===== src/hdl/aofc_pkg.sv =====
// Constants for the output format configuration block.
// Assumes an AXI4-Lite master with 8-bit byte addresses and 32-bit data.
package aofc_pkg;

  // Register indices as numbered by the converter; byte address is index times four
  localparam logic [7:0]  IDX_PAT_LO      = 8'h0B;
  localparam logic [7:0]  IDX_GAIN_PAT_HI = 8'h0C;
  localparam logic [7:0]  IDX_FMT         = 8'h0D;
  localparam logic [7:0]  ADDR_PAT_LO     = {IDX_PAT_LO[5:0], 2'b00};
  localparam logic [7:0]  ADDR_GAIN_PAT_HI = {IDX_GAIN_PAT_HI[5:0], 2'b00};
  localparam logic [7:0]  ADDR_FMT        = {IDX_FMT[5:0], 2'b00};
  localparam logic [7:0]  ADDR_TEST_SEL   = 8'h00;
  localparam logic [7:0]  ADDR_STATUS     = 8'h04;

  localparam int          REG_W           = 11;
  localparam logic [10:0] REG_RST         = 11'h000;
  localparam logic [10:0] GAIN_WMASK      = 11'h707;
  localparam logic [10:0] FMT_WMASK       = 11'h4F7;
  localparam logic [2:0]  TEST_SEL_RST    = 3'h0;
  localparam logic [2:0]  TEST_USER       = 3'h5;

  // Field positions
  localparam int          GAIN_LSB        = 8;
  localparam int          FMT_TWO_WIRE    = 0;
  localparam int          FMT_SDR         = 1;
  localparam int          FMT_SER16       = 2;
  localparam int          FMT_CAP_RISE    = 4;
  localparam int          FMT_COARSE      = 5;
  localparam int          FMT_LSB_FIRST   = 6;
  localparam int          FMT_BITWISE     = 7;
  localparam int          FMT_OVRD        = 10;
  localparam int          ST_UNDERRUN     = 11;
  localparam int          ST_FULL         = 12;
  localparam int          ST_EMPTY        = 13;

  // Fine gain multipliers, 4096 is unity; code 7 is undefined and kept at unity
  localparam logic [13:0] FINE_GAIN_Q12 [8] = '{14'h1000, 14'h11F4, 14'h1425, 14'h169A,
                                                14'h195C, 14'h1C74, 14'h1FED, 14'h1000};
  localparam int          GAIN_SHIFT      = 12;

  localparam int          SMP_W           = 14;
  localparam int          FIFO_DEPTH      = 32;
  localparam logic [4:0]  BITS_14         = 5'h0E;
  localparam logic [4:0]  BITS_16         = 5'h10;

  localparam logic [1:0]  RESP_OKAY       = 2'b00;
  localparam logic [1:0]  RESP_SLVERR     = 2'b10;

endpackage


===== src/hdl/aofc_top.sv =====
// Output format configuration registers, sample FIFO and lane serializer.
// Assumes samples arrive on aclk, and link_clk and cfg_pins come from outside.
`timescale 1ns/1ps

module aofc_fifo #(
  parameter int W     = 14,
  parameter int DEPTH = 32
) (
  input  wire logic         aclk,
  input  wire logic         aresetn,
  input  wire logic [W-1:0] in_data,
  input  wire logic         in_valid,
  output logic              in_ready,
  output logic [W-1:0]      out_data,
  output logic              out_valid,
  input  wire logic         out_ready
);
  localparam int AW = $clog2(DEPTH);

  logic [W-1:0]  mem [DEPTH];
  logic [AW-1:0] wp_r;
  logic [AW-1:0] rp_r;
  logic [AW:0]   cnt_r;
  logic [AW:0]   cnt_nxt;
  logic          rdy_r;
  logic          push;
  logic          pop;

  assign push      = in_valid && rdy_r;
  assign pop       = out_ready && (cnt_r != '0);
  assign in_ready  = rdy_r;
  assign out_valid = (cnt_r != '0);
  assign out_data  = mem[rp_r];

  always_comb
  begin
    cnt_nxt = cnt_r;
    if (push && !pop)
      cnt_nxt = cnt_r + 1'b1;
    else if (pop && !push)
      cnt_nxt = cnt_r - 1'b1;
  end

  always_ff @(posedge aclk)
  begin
    if (push)
      mem[wp_r] <= in_data;
  end

  // Ready registered so the source sees a flop, not the counter compare
  always_ff @(posedge aclk)
  begin
    if (!aresetn)
    begin
      wp_r  <= '0;
      rp_r  <= '0;
      cnt_r <= '0;
      rdy_r <= 1'b0;
    end
    else
    begin
      if (push)
        wp_r <= wp_r + 1'b1;
      if (pop)
        rp_r <= rp_r + 1'b1;
      cnt_r <= cnt_nxt;
      rdy_r <= (cnt_nxt != DEPTH[AW:0]);
    end
  end
endmodule // aofc_fifo

////////////////////////////////////////////////////////////////////////////////

module aofc_top (
  input  wire logic        aclk,
  input  wire logic        aresetn,
  input  wire logic [7:0]  s_axi_awaddr,
  input  wire logic        s_axi_awvalid,
  output logic             s_axi_awready,
  input  wire logic [31:0] s_axi_wdata,
  input  wire logic [3:0]  s_axi_wstrb,
  input  wire logic        s_axi_wvalid,
  output logic             s_axi_wready,
  output logic [1:0]       s_axi_bresp,
  output logic             s_axi_bvalid,
  input  wire logic        s_axi_bready,
  input  wire logic [7:0]  s_axi_araddr,
  input  wire logic        s_axi_arvalid,
  output logic             s_axi_arready,
  output logic [31:0]      s_axi_rdata,
  output logic [1:0]       s_axi_rresp,
  output logic             s_axi_rvalid,
  input  wire logic        s_axi_rready,
  input  wire logic [13:0] smp_data,
  input  wire logic        smp_valid,
  output logic             smp_ready,
  input  wire logic        link_clk,
  input  wire logic [7:0]  cfg_pins,
  output logic             lane_a,
  output logic             lane_b,
  output logic             frame,
  output logic             coarse_gain_en
);

  logic        awready_r, wready_r, bvalid_r, arready_r, rvalid_r;
  logic        aw_hold_r, w_hold_r;
  logic [7:0]  aw_addr_r;
  logic [31:0] w_data_r;
  logic [3:0]  w_strb_r;
  logic [1:0]  bresp_r, rresp_r;
  logic [31:0] rdata_r;
  logic        do_write;
  logic        wr_hit;
  logic [10:0] wr_bits;
  logic [10:0] wr_mask;

  logic [10:0] pat_lo_r, gain_hi_r, fmt_r;
  logic [2:0]  test_sel_r;
  logic        underrun_r;

  logic [7:0]  pin_s1_r, pin_s2_r;
  logic        lk_s1_r, lk_s2_r, lk_s3_r;
  logic [10:0] eff;

  logic [13:0] f_data;
  logic        f_valid;
  logic        f_ready;

  assign s_axi_awready  = awready_r;
  assign s_axi_wready   = wready_r;
  assign s_axi_bvalid   = bvalid_r;
  assign s_axi_bresp    = bresp_r;
  assign s_axi_arready  = arready_r;
  assign s_axi_rvalid   = rvalid_r;
  assign s_axi_rdata    = rdata_r;
  assign s_axi_rresp    = rresp_r;

  ////////////////////////////////////////////////////////////////////////////////
  // AXI4-Lite write path: address and data taken in either order

  assign do_write = aw_hold_r && w_hold_r && !bvalid_r;
  assign wr_mask  = {{3{w_strb_r[1]}}, {8{w_strb_r[0]}}};
  assign wr_bits  = w_data_r[10:0];
  assign wr_hit   = (aw_addr_r == aofc_pkg::ADDR_PAT_LO) ||
                    (aw_addr_r == aofc_pkg::ADDR_GAIN_PAT_HI) ||
                    (aw_addr_r == aofc_pkg::ADDR_FMT) ||
                    (aw_addr_r == aofc_pkg::ADDR_TEST_SEL) ||
                    (aw_addr_r == aofc_pkg::ADDR_STATUS);

  always_ff @(posedge aclk)
  begin
    if (!aresetn)
    begin
      awready_r <= 1'b0;
      wready_r  <= 1'b0;
      aw_hold_r <= 1'b0;
      w_hold_r  <= 1'b0;
      bvalid_r  <= 1'b0;
      bresp_r   <= aofc_pkg::RESP_OKAY;
      aw_addr_r <= 8'h00;
      w_data_r  <= 32'h0000_0000;
      w_strb_r  <= 4'h0;
    end
    else
    begin
      if (s_axi_awvalid && awready_r)
      begin
        aw_addr_r <= s_axi_awaddr;
        aw_hold_r <= 1'b1;
        awready_r <= 1'b0;
      end
      else if (!aw_hold_r && !bvalid_r)
        awready_r <= 1'b1;
      if (s_axi_wvalid && wready_r)
      begin
        w_data_r <= s_axi_wdata;
        w_strb_r <= s_axi_wstrb;
        w_hold_r <= 1'b1;
        wready_r <= 1'b0;
      end
      else if (!w_hold_r && !bvalid_r)
        wready_r <= 1'b1;
      if (do_write)
      begin
        aw_hold_r <= 1'b0;
        w_hold_r  <= 1'b0;
        bvalid_r  <= 1'b1;
        bresp_r   <= wr_hit ? aofc_pkg::RESP_OKAY : aofc_pkg::RESP_SLVERR;
      end
      else if (bvalid_r && s_axi_bready)
        bvalid_r <= 1'b0;
    end
  end

  ////////////////////////////////////////////////////////////////////////////////
  // Configuration registers

  always_ff @(posedge aclk)
  begin
    if (!aresetn)
    begin
      pat_lo_r   <= aofc_pkg::REG_RST;
      gain_hi_r  <= aofc_pkg::REG_RST;
      fmt_r      <= aofc_pkg::REG_RST;
      test_sel_r <= aofc_pkg::TEST_SEL_RST;
    end
    else if (do_write)
    begin
      if (aw_addr_r == aofc_pkg::ADDR_PAT_LO)
        pat_lo_r <= (pat_lo_r & ~wr_mask) | (wr_bits & wr_mask);
      if (aw_addr_r == aofc_pkg::ADDR_GAIN_PAT_HI)
        gain_hi_r <= (gain_hi_r & ~wr_mask) | (wr_bits & wr_mask & aofc_pkg::GAIN_WMASK);
      if (aw_addr_r == aofc_pkg::ADDR_FMT)
        fmt_r <= (fmt_r & ~wr_mask) | (wr_bits & wr_mask & aofc_pkg::FMT_WMASK);
      if (aw_addr_r == aofc_pkg::ADDR_TEST_SEL && w_strb_r[0])
        test_sel_r <= w_data_r[2:0];
    end
  end

  ////////////////////////////////////////////////////////////////////////////////
  // AXI4-Lite read path

  always_ff @(posedge aclk)
  begin
    if (!aresetn)
    begin
      arready_r <= 1'b0;
      rvalid_r  <= 1'b0;
      rdata_r   <= 32'h0000_0000;
      rresp_r   <= aofc_pkg::RESP_OKAY;
    end
    else if (s_axi_arvalid && arready_r)
    begin
      arready_r <= 1'b0;
      rvalid_r  <= 1'b1;
      rresp_r   <= aofc_pkg::RESP_OKAY;
      rdata_r   <= 32'h0000_0000;
      unique case (s_axi_araddr)
        aofc_pkg::ADDR_PAT_LO:      rdata_r[10:0] <= pat_lo_r;
        aofc_pkg::ADDR_GAIN_PAT_HI: rdata_r[10:0] <= gain_hi_r;
        aofc_pkg::ADDR_FMT:         rdata_r[10:0] <= fmt_r;
        aofc_pkg::ADDR_TEST_SEL:    rdata_r[2:0]  <= test_sel_r;
        aofc_pkg::ADDR_STATUS:
        begin
          rdata_r[10:0]                 <= eff;
          rdata_r[aofc_pkg::ST_UNDERRUN] <= underrun_r;
          rdata_r[aofc_pkg::ST_FULL]     <= !smp_ready;
          rdata_r[aofc_pkg::ST_EMPTY]    <= !f_valid;
        end
        default:                    rresp_r <= aofc_pkg::RESP_SLVERR;
      endcase
    end
    else if (rvalid_r && s_axi_rready)
      rvalid_r <= 1'b0;
    else if (!rvalid_r)
      arready_r <= 1'b1;
  end

  ////////////////////////////////////////////////////////////////////////////////
  // Pin and link clock synchronisers

  always_ff @(posedge aclk)
  begin
    if (!aresetn)
    begin
      pin_s1_r <= 8'h00;
      pin_s2_r <= 8'h00;
      lk_s1_r  <= 1'b0;
      lk_s2_r  <= 1'b0;
      lk_s3_r  <= 1'b0;
    end
    else
    begin
      pin_s1_r <= cfg_pins;
      pin_s2_r <= pin_s1_r;
      lk_s1_r  <= link_clk;
      lk_s2_r  <= lk_s1_r;
      lk_s3_r  <= lk_s2_r;
    end
  end

  assign eff = fmt_r[aofc_pkg::FMT_OVRD] ? fmt_r : {3'b000, pin_s2_r & aofc_pkg::FMT_WMASK[7:0]};

  ////////////////////////////////////////////////////////////////////////////////
  // Sample FIFO

  aofc_fifo #(
    .W     (aofc_pkg::SMP_W),
    .DEPTH (aofc_pkg::FIFO_DEPTH)
  ) u_fifo (
    .aclk      (aclk),
    .aresetn   (aresetn),
    .in_data   (smp_data),
    .in_valid  (smp_valid),
    .in_ready  (smp_ready),
    .out_data  (f_data),
    .out_valid (f_valid),
    .out_ready (f_ready)
  );

  ////////////////////////////////////////////////////////////////////////////////
  // Word assembly, gain and lane split

  logic               two_wire, sdr, lk_rise, lk_fall, step, load, user_mode;
  logic [4:0]         nbits, steps, cnt_r;
  logic [13:0]        pattern, word14, gained;
  logic signed [28:0] prod;
  logic signed [16:0] scaled;
  logic [15:0]        w16, rev, seq, sa_nxt, sb_nxt, sh_a_r, sh_b_r;
  wire  [15:0]        bw_a, bw_b;
  logic               frame_r, coarse_r;

  assign two_wire = eff[aofc_pkg::FMT_TWO_WIRE];
  assign sdr      = two_wire && eff[aofc_pkg::FMT_SDR];
  assign lk_rise  = lk_s2_r && !lk_s3_r;
  assign lk_fall  = !lk_s2_r && lk_s3_r;
  assign step     = sdr ? (eff[aofc_pkg::FMT_CAP_RISE] ? lk_fall : lk_rise)
                        : (lk_rise || lk_fall);
  assign nbits    = eff[aofc_pkg::FMT_SER16] ? aofc_pkg::BITS_16 : aofc_pkg::BITS_14;
  assign steps    = two_wire ? {1'b0, nbits[4:1]} : nbits;
  assign load     = step && (cnt_r <= 5'h01);
  assign f_ready  = load;

  assign user_mode = (test_sel_r == aofc_pkg::TEST_USER);
  assign pattern   = {gain_hi_r[2:0], pat_lo_r};

  assign prod   = $signed(f_valid ? f_data : 14'h0000) *
                  $signed({1'b0, aofc_pkg::FINE_GAIN_Q12[gain_hi_r[10:8]]});
  assign scaled = prod[28:12];
  assign gained = (scaled > 17'sh01FFF) ? 14'h1FFF :
                  (scaled < -17'sh02000) ? 14'h2000 : scaled[13:0];
  assign word14 = user_mode ? pattern : gained;
  assign w16    = {word14, 2'b00};

  always_comb
  begin
    // Pads go last in 16x too, so LSB first starts with the real LSB
    rev = {<<{w16}};
    rev = rev << 2;
    seq = eff[aofc_pkg::FMT_LSB_FIRST] ? rev : w16;
  end

  genvar gi;
  generate
    for (gi = 0; gi < 8; gi++)
    begin : g_split
      assign bw_a[15-gi] = seq[15-2*gi];
      assign bw_b[15-gi] = seq[14-2*gi];
    end
  endgenerate
  assign bw_a[7:0] = 8'h00;
  assign bw_b[7:0] = 8'h00;

  always_comb
  begin
    sa_nxt = seq;
    sb_nxt = 16'h0000;
    if (two_wire && eff[aofc_pkg::FMT_BITWISE])
    begin
      sa_nxt = bw_a;
      sb_nxt = bw_b;
    end
    else if (two_wire)
      sb_nxt = seq << steps;
  end

  ////////////////////////////////////////////////////////////////////////////////
  // Serializer; gaps in link_clk simply hold the lanes

  always_ff @(posedge aclk)
  begin
    if (!aresetn)
    begin
      cnt_r   <= 5'h00;
      sh_a_r  <= 16'h0000;
      sh_b_r  <= 16'h0000;
      frame_r <= 1'b0;
    end
    else if (load)
    begin
      cnt_r   <= steps;
      sh_a_r  <= sa_nxt;
      sh_b_r  <= sb_nxt;
      frame_r <= 1'b1;
    end
    else if (step)
    begin
      cnt_r   <= cnt_r - 5'h01;
      sh_a_r  <= sh_a_r << 1;
      sh_b_r  <= sh_b_r << 1;
      frame_r <= ((cnt_r - 5'h01) > {1'b0, steps[4:1]});
    end
  end

  // Underrun is sticky, set wins over write-one-to-clear
  always_ff @(posedge aclk)
  begin
    if (!aresetn)
      underrun_r <= 1'b0;
    else if (load && !f_valid && !user_mode)
      underrun_r <= 1'b1;
    else if (do_write && aw_addr_r == aofc_pkg::ADDR_STATUS && w_strb_r[1] &&
             w_data_r[aofc_pkg::ST_UNDERRUN])
      underrun_r <= 1'b0;
  end

  // coarse gain to analog front end
  always_ff @(posedge aclk)
  begin
    if (!aresetn)
      coarse_r <= 1'b0;
    else
      coarse_r <= eff[aofc_pkg::FMT_COARSE];
  end

  assign lane_a         = sh_a_r[15];
  assign lane_b         = sh_b_r[15];
  assign frame          = frame_r;
  assign coarse_gain_en = coarse_r;

endmodule // aofc_top


===== config.mk =====
export PLATFORM = sky130hd
export DESIGN_NAME = aofc_top
export DESIGN_NICKNAME = d
export VERILOG_FILES = /design/src/hdl/aofc_pkg.sv /design/src/hdl/aofc_top.sv
export SDC_FILE = /design/constraint.sdc
export NUM_CORES = 1
export LEC_CHECK = 0
export ABC_AREA = 1
export BUFFER_PORTS_ARGS = -buffer_cell sky130_fd_sc_hd__buf_2
export CORE_UTILIZATION = 56
export CTS_CLUSTER_DIAMETER = 150
export DETAILED_ROUTE_END_ITERATION = 10
export PLACE_DENSITY = 0.76
export SYNTH_ARGS = -nofsm -noshare
export SYNTH_HDL_FRONTEND = slang
export SYNTH_SLANG_ARGS = --single-unit

===== constraint.sdc =====
create_clock -name aclk -period 7.6 [get_ports aclk]
set_input_delay 0.38 -clock aclk [delete_from_list [all_inputs] [get_ports aclk]]
set_output_delay 0.38 -clock aclk [all_outputs]
set_load 0.01 [all_outputs]

==> impl_metrics.json, run 1 <==
{
  "clock_latency_ns": 0.66,
  "grt_max_degree": 73,
  "r2r_end": "sh_b_r[14]",
  "antenna_found_initial": 1,
  "holdPathStages": 4,
  "drv_cap": 0,
  "syn_area_um2": 31400,
  "vias_per_cell": 5.98,
  "synth_cells": 3186,
  "rows": 86,
  "startpoint_type": "flop",
  "rsz0062_at_grt": "true",
  "violations": "negative setup slack",
  "io_buffers": 85,
  "worstRegToRegCells": 44,
  "synth_area_leaders": "edfxtp_1 43%, dfxtp_1 9.9%, fa_1 8.3%, nor2_1 5.6%, o21ai_0 5.4%",
  "multi_input_area_um2": 14100,
  "die_area_um2": 57100,
  "h-tree-depth": 2,
  "first_pass_iters": 8,
  "status": "finished with violations",
  "vias": 25800,
  "drt-total-wl_um": 93600,
  "slowest_delay_ns": 0.55,
  "ys_seq_area_share_pct": 52.7,
  "synth_async_sr_flop_share_pct": 0,
  "clk_path_buf_depth": 3,
  "io_pins": 129,
  "cts_tree": "built",
  "synth_cell_types": 46,
  "final-setup-viol-count": 28,
  "regArea_um2": 16600,
  "peakVddDrop_mv": 0.315,
  "min_period_ns": 7.88,
  "drive_gt1_share_pct": 22.1,
  "dp_hpwl_um": 57500,
  "clock-root-buffer": "clkbuf_16",
  "avgSynthCellArea_um2": 9.86,
  "synthFlopType": "edfxtp_1",
  "cts_buffers": 58,
  "end_kind": "flop",
  "synth.top_cells.by_count": "469 x nor2_1, 448 x edfxtp_1, 406 x nand2_1",
  "drcViolationCount": 0,
  "n_fill_cell": 3799,
  "synth_top_area_share_pct": 42.8,
  "clk_pin_slew_ns": 0.06,
  "slew_violations": 0,
  "slew_headroom_pct": 32.3,
  "fin_skew_ns": 0.0759,
  "initialDrtViolationCount": 2909,
  "cp_slowest_cell": "fa_2",
  "yosysTopAreaCell": "edfxtp_1",
  "core-area_um2": 55300,
  "chipHeight_um": 239,
  "grt_use_total_pct": 30.9,
  "nets": 3860,
  "worst_slew_pin_slew_ns": 1.01,
  "tns_ns": -3.83,
  "yosysMostFrequentCell": "nor2_1",
  "fmax_mhz": 127,
  "die_x_um": 239,
  "start_util_pct": 56.8,
  "timing.final.crit_share_pct": 104,
  "synth_seq_cells": 604,
  "arrival_ns": 8.39,
  "crit_required_ns": 8.11,
  "place_ws_ns": -0.413,
  "synth_edf_count": 448,
  "yosysWarnings": 0,
  "ff2ff_setup_slack_ns": -0.28,
  "worst_slack_ns": -0.282,
  "p_per_area_nw_per_um2": 275,
  "hold_violations": 0,
  "cp-endpoint": "sh_b_r[14]",
  "area_growth_pct": 23.7,
  "post_drt_wl_per_cell_um": 21.7,
  "p_leak_nw": 15.7,
  "grt_pass1_wl_um": 136000,
  "clkSinkCount": 604,
  "overflow": 0,
  "postRouteAntennaNets": 0,
  "worstPathMaxFanout": 13,
  "grt_pass1_vias": 25500,
  "worstSetupPathType": "reg -> reg",
  "gp_congestion": 0.939,
  "hp-class": "in -> reg",
  "hold_slack_ns": 0.0350
}
per-layer routing:
metal	GRT usage, %	part of all wire, %	vias up
met3	4.39	8.4	326
met2	52.9	50	1457
met1	38.1	37	12500
li1	-	-	11600
met4	16.3	5.6	0
met5	0	0	-
layout make-up:
type | count | share of cell area [%]
diodes | 1 | 0.00644
clock buffers | 88 | 4.44
clock inverters | 21 | 0.908
inverters | 350 | 3.53
multi-input cells | 2082 | 36.2
flip-flops and latches | 604 | 42.7
well taps | 748 | 2.41
repair buffers | 429 | 9.82
report_power, final:
| group | switching, mW | internal [mW] | total [mW] | leakage [nW] |
|---|---|---|---|---|
| Combinational | 2.28 | 1.66 | 3.94 | 9.35 |
| Sequential | 0.0354 | 3.60 | 3.63 | 5.30 |
| Clock | 1.29 | 1.82 | 3.10 | 1.01 |
| Total | 3.60 | 7.08 | 10.7 | 15.7 |
flip-flops by register name, indices dropped and copies added, names as in the netlist, 2 cells and up, named ones only:
name	count
u_fifo.rp_r	5
sh_b_r	14
s_axi_rdata	14
pin_s2_r	7
w_strb_r	2
u_fifo.mem	448
gain_hi_r	5
u_fifo.cnt_r	6
aw_addr_r	8
u_fifo.wp_r	5
w_data_r	12
fmt_r	3
cnt_r	5
pin_s1_r	7
sh_a_r	14
test_sel_r	3
how the worst min path moves through the flow:
| stage | startpoint | endpoint | slack [ns] |
|---|---|---|---|
| global route | s_axi_bready | s_axi_bvalid | 0.03 |
| detailed placement | pin_s1_r[2] | pin_s2_r[2] | 0.40 |
| finish | s_axi_bready | s_axi_bvalid | 0.04 |
| global placement | lk_s1_r | lk_s2_r | 0.41 |
| floorplan | lk_s1_r | lk_s2_r | 0.39 |
| CTS | s_axi_wdata[5] | w_data_r[5] | 0.02 |
kinds of logic after synthesis:
| logic type | after synthesis | synth area share (%) |
|---|---|---|
| XOR/XNOR | 20 | 0.581 |
| multiplexers | 1 | 0.0319 |
| buffers and inverters | 520 | 6.64 |
| flip-flops | 604 | 52.7 |
| other | 1 | 0.0119 |
| AO/OA/AOI/OAI | 643 | 11.9 |
| adder cells (fa/ha/maj) | 252 | 13.1 |
| AND/OR/NAND/NOR | 1145 | 15.0 |
through the flow:
step / utilization (%) / std cells / power (mW) / area [um2]
detailed placement: 62.0 / 4121 / 6.65 / 34300
finish: 70.3 / 4323 / 10.7 / 38900
global placement: 62.0 / 4121 / 6.58 / 34300
CTS: 68.0 / 4280 / 10.1 / 37600
global route: 70.3 / 4323 / 11.1 / 38900
floorplan: - / 3205 / 5.39 / 31500
worst max-delay path, delay by kind of cell (launching register included):
kind / cells / cell delay, ns
adders and majority gates: 7 / 3.24
buffers and inverters: 16 / 1.71
AOI/OAI and AO/OA: 9 / 1.30
and+or+nand+nor: 12 / 1.10
DFF: 1 / 0.39
cells in the final DEF (no fill, tap or decap), types with 95 or more instances in the layout:
cell type / netlist / layout
ha_1: 122 / 111
nand3_1: 207 / 148
fa_1: 130 / 124
buf_4: 25 / 260
inv_1: 337 / 319
o21ai_0: 338 / 274
edfxtp_1: 448 / 448
a21oi_1: 120 / 95
dfxtp_1: 156 / 153
nor2_1: 469 / 430
nand2_1: 406 / 364
what timing repair did:
action | in CTS | in global routing
endpoints found under the setup margin | 28 | 28
cloned | 10 | 8
pin swaps | 92 | 132
hold buffers | 9 | 0
hold endpoints to repair | 9 | 0
gates resized for setup | 169 | 255
buffers inserted | 31 | 40
(Power assumes the default switching activity.)
==> run 2: changes to the inputs <==
Settings changed: CORE_UTILIZATION 56 to 58, CTS_BUF_LIST set to sky130_fd_sc_hd__clkbuf_8, PLACE_DENSITY 0.76 to 0.79.
==> impl_metrics.json, run 2 (synthesis gave the netlist of run 1 again) <==
{
  "status": "finished with violations",
  "violations": "negative setup slack",
  "clock_latency_ns": 0.73,
  "whs_endpoint": "w_strb_r[0]",
  "slew_headroom_pct": 25.2,
  "cp_slowest_cell": "fa_1",
  "drt-total-wl_um": 98300,
  "crit_required_ns": 8.25,
  "grt_pass1_vias": 25900,
  "grt_max_degree": 69,
  "ff2ff_setup_slack_ns": -0.34,
  "nets": 3929,
  "clk_path_buf_depth": 3,
  "core-area_um2": 53100,
  "holdPathStages": 3,
  "worstSetupPathType": "reg -> reg",
  "clock-root-buffer": "clkbuf_8",
  "timing.critical_path.mode_cell": "fa_1",
  "fin_skew_ns": 0.0636,
  "slowest_delay_ns": 0.54,
  "post_drt_wl_per_cell_um": 22.6,
  "timing.final.crit_share_pct": 104,
  "die_area_um2": 55100,
  "drcViolationCount": 0,
  "r2r_end": "sh_b_r[11]",
  "io_buffers": 85,
  "die_x_um": 235,
  "final_core_util_pct": 73.8,
  "worst_slack_ns": -0.341,
  "grt_pass1_wl_um": 141000,
  "vias": 26800,
  "worstRegToRegCells": 40,
  "fin_total_pwr_mw": 10.2,
  "antenna_found_initial": 0,
  "dp_hpwl_um": 59000,
  "postRouteAntennaNets": 0,
  "first_pass_iters": 7,
  "clkSinkCount": 604,
  "cts_buffers": 92,
  "chipHeight_um": 235,
  "largest_register": "u_fifo.mem",
  "final-setup-viol-count": 28,
  "slew_violations": 0,
  "worst_slew_pin_slew_ns": 1.12,
  "rows": 84,
  "h-tree-depth": 3,
  "gp_congestion": 0.936,
  "clk_pin_slew_ns": 0.06,
  "vias_per_cell": 6.15,
  "largest_reg_flops": 448,
  "hold_slack_ns": 0.0250,
  "initialDrtViolationCount": 3515,
  "n_fill_cell": 3331,
  "drv_cap": 0,
  "worstPathMaxFanout": 12,
  "io_pins": 129,
  "final_common_cell": "edfxtp_1",
  "arrival_ns": 8.59,
  "grt_use_total_pct": 33.1,
  "overflow": 0,
  "rsz0062_at_grt": "true",
  "min-delay-start": "s_axi_wstrb[0]",
  "multi_input_area_um2": 14400,
  "area_growth_pct": 24.6,
  "start_util_pct": 59.2,
  "p_leak_nw": 15.9,
  "cts_tree": "built",
  "fmax_mhz": 126,
  "min_period_ns": 7.94,
  "mostFrequentLayoutCells": "448 x edfxtp_1, 414 x nor2_1, 350 x nand2_1, 349 x inv_1, 260 x o21ai_0",
  "hold_violations": 0,
  "p_per_area_nw_per_um2": 260,
  "place_ws_ns": -0.423,
  "regArea_um2": 16600,
  "drive_gt1_share_pct": 24.4,
  "end_kind": "flop",
  "hp-class": "in -> reg",
  "startpoint_type": "flop",
  "peakVddDrop_mv": 0.311
}
==> run 2: cell count changes in the layout (fill, tap and decap cells not counted), sizes merged <==
| cell | change |
|---|---|
| clkbuf | +11 |
| dlygate4sd3 | +16 |
| clkinvlp | -1 |
| buf | +17 |
| bufinv | -5 |
| clkinv | +20 |
| inv | +35 |
==> run 2: layout make-up <==
class                           instances  area share, %
Multi-Input combinational cell       2082           36.7
Tap cell                              688           2.20
Sequential cell                       604           42.4
Antenna cell                            1        0.00639
Timing Repair inverter                  2         0.0639
Timing Repair Buffer                  462           10.7
Inverter                              350           3.48
Clock inverter                         68          0.968
Clock buffer                           99           3.48
==> run 2: per-layer routing <==
layer | part of all wire [%] | wire [um] | up-vias | GRT usage [%]
met5 | 0 | 0 | - | 0
met4 | 6.0 | 5880 | 0 | 19.5
met3 | 9.8 | 9630 | 430 | 5.39
met2 | 49 | 48100 | 1898 | 55.6
met1 | 35 | 34800 | 12700 | 40.5
li1 | - | - | 11700 | -
==> run 2: worst max-delay path by stage <==
stage                  to  slack (ns)  cells past startpoint
4_1_cts        sh_b_r[12]       -0.07                     39
2_1_floorplan  sh_b_r[12]        0.07                     43
6_report       sh_b_r[11]       -0.34                     40
5_1_grt        sh_b_r[14]       -0.68                     42
3_5_place_dp   sh_b_r[10]       -0.42                     43
3_3_place_gp   sh_b_r[10]       -0.30                     40
==> run 2: metrics by stage <==
stage	area [um2]	std cells	setup TNS [ns]
floorplan	31500	3205	0
global placement	34400	4085	-4.98
detailed placement	34400	4085	-8.36
CTS	37600	4323	-0.439
global route	39100	4355	-15.64
finish	39100	4356	-6.80
==> run 2: what timing repair did <==
action                     CTS  global route
setup endpoints to repair   28            28
cloned                      11             9
pin swaps                   85           104
hold buffers                25             0
hold endpoints to repair    25             0
buffers inserted            36            32
resized for setup          207           344
==> run 2: where the power goes <==
part / internal (mW) / total (mW) / switching (mW)
clock network: 1.28 / 2.61 / 1.33
logic: 1.65 / 3.94 / 2.28
registers: 3.60 / 3.64 / 0.0389
==> run 2: worst max-delay path: cells and delay by family (launching register included) <==
kind | cells | cell delay [ns]
flops | 1 | 0.37
buf+inv | 11 | 1.19
simple gates | 13 | 1.26
xor+xnor | 1 | 0.24
fa+ha+maj | 7 | 3.29
compound gates | 8 | 1.49
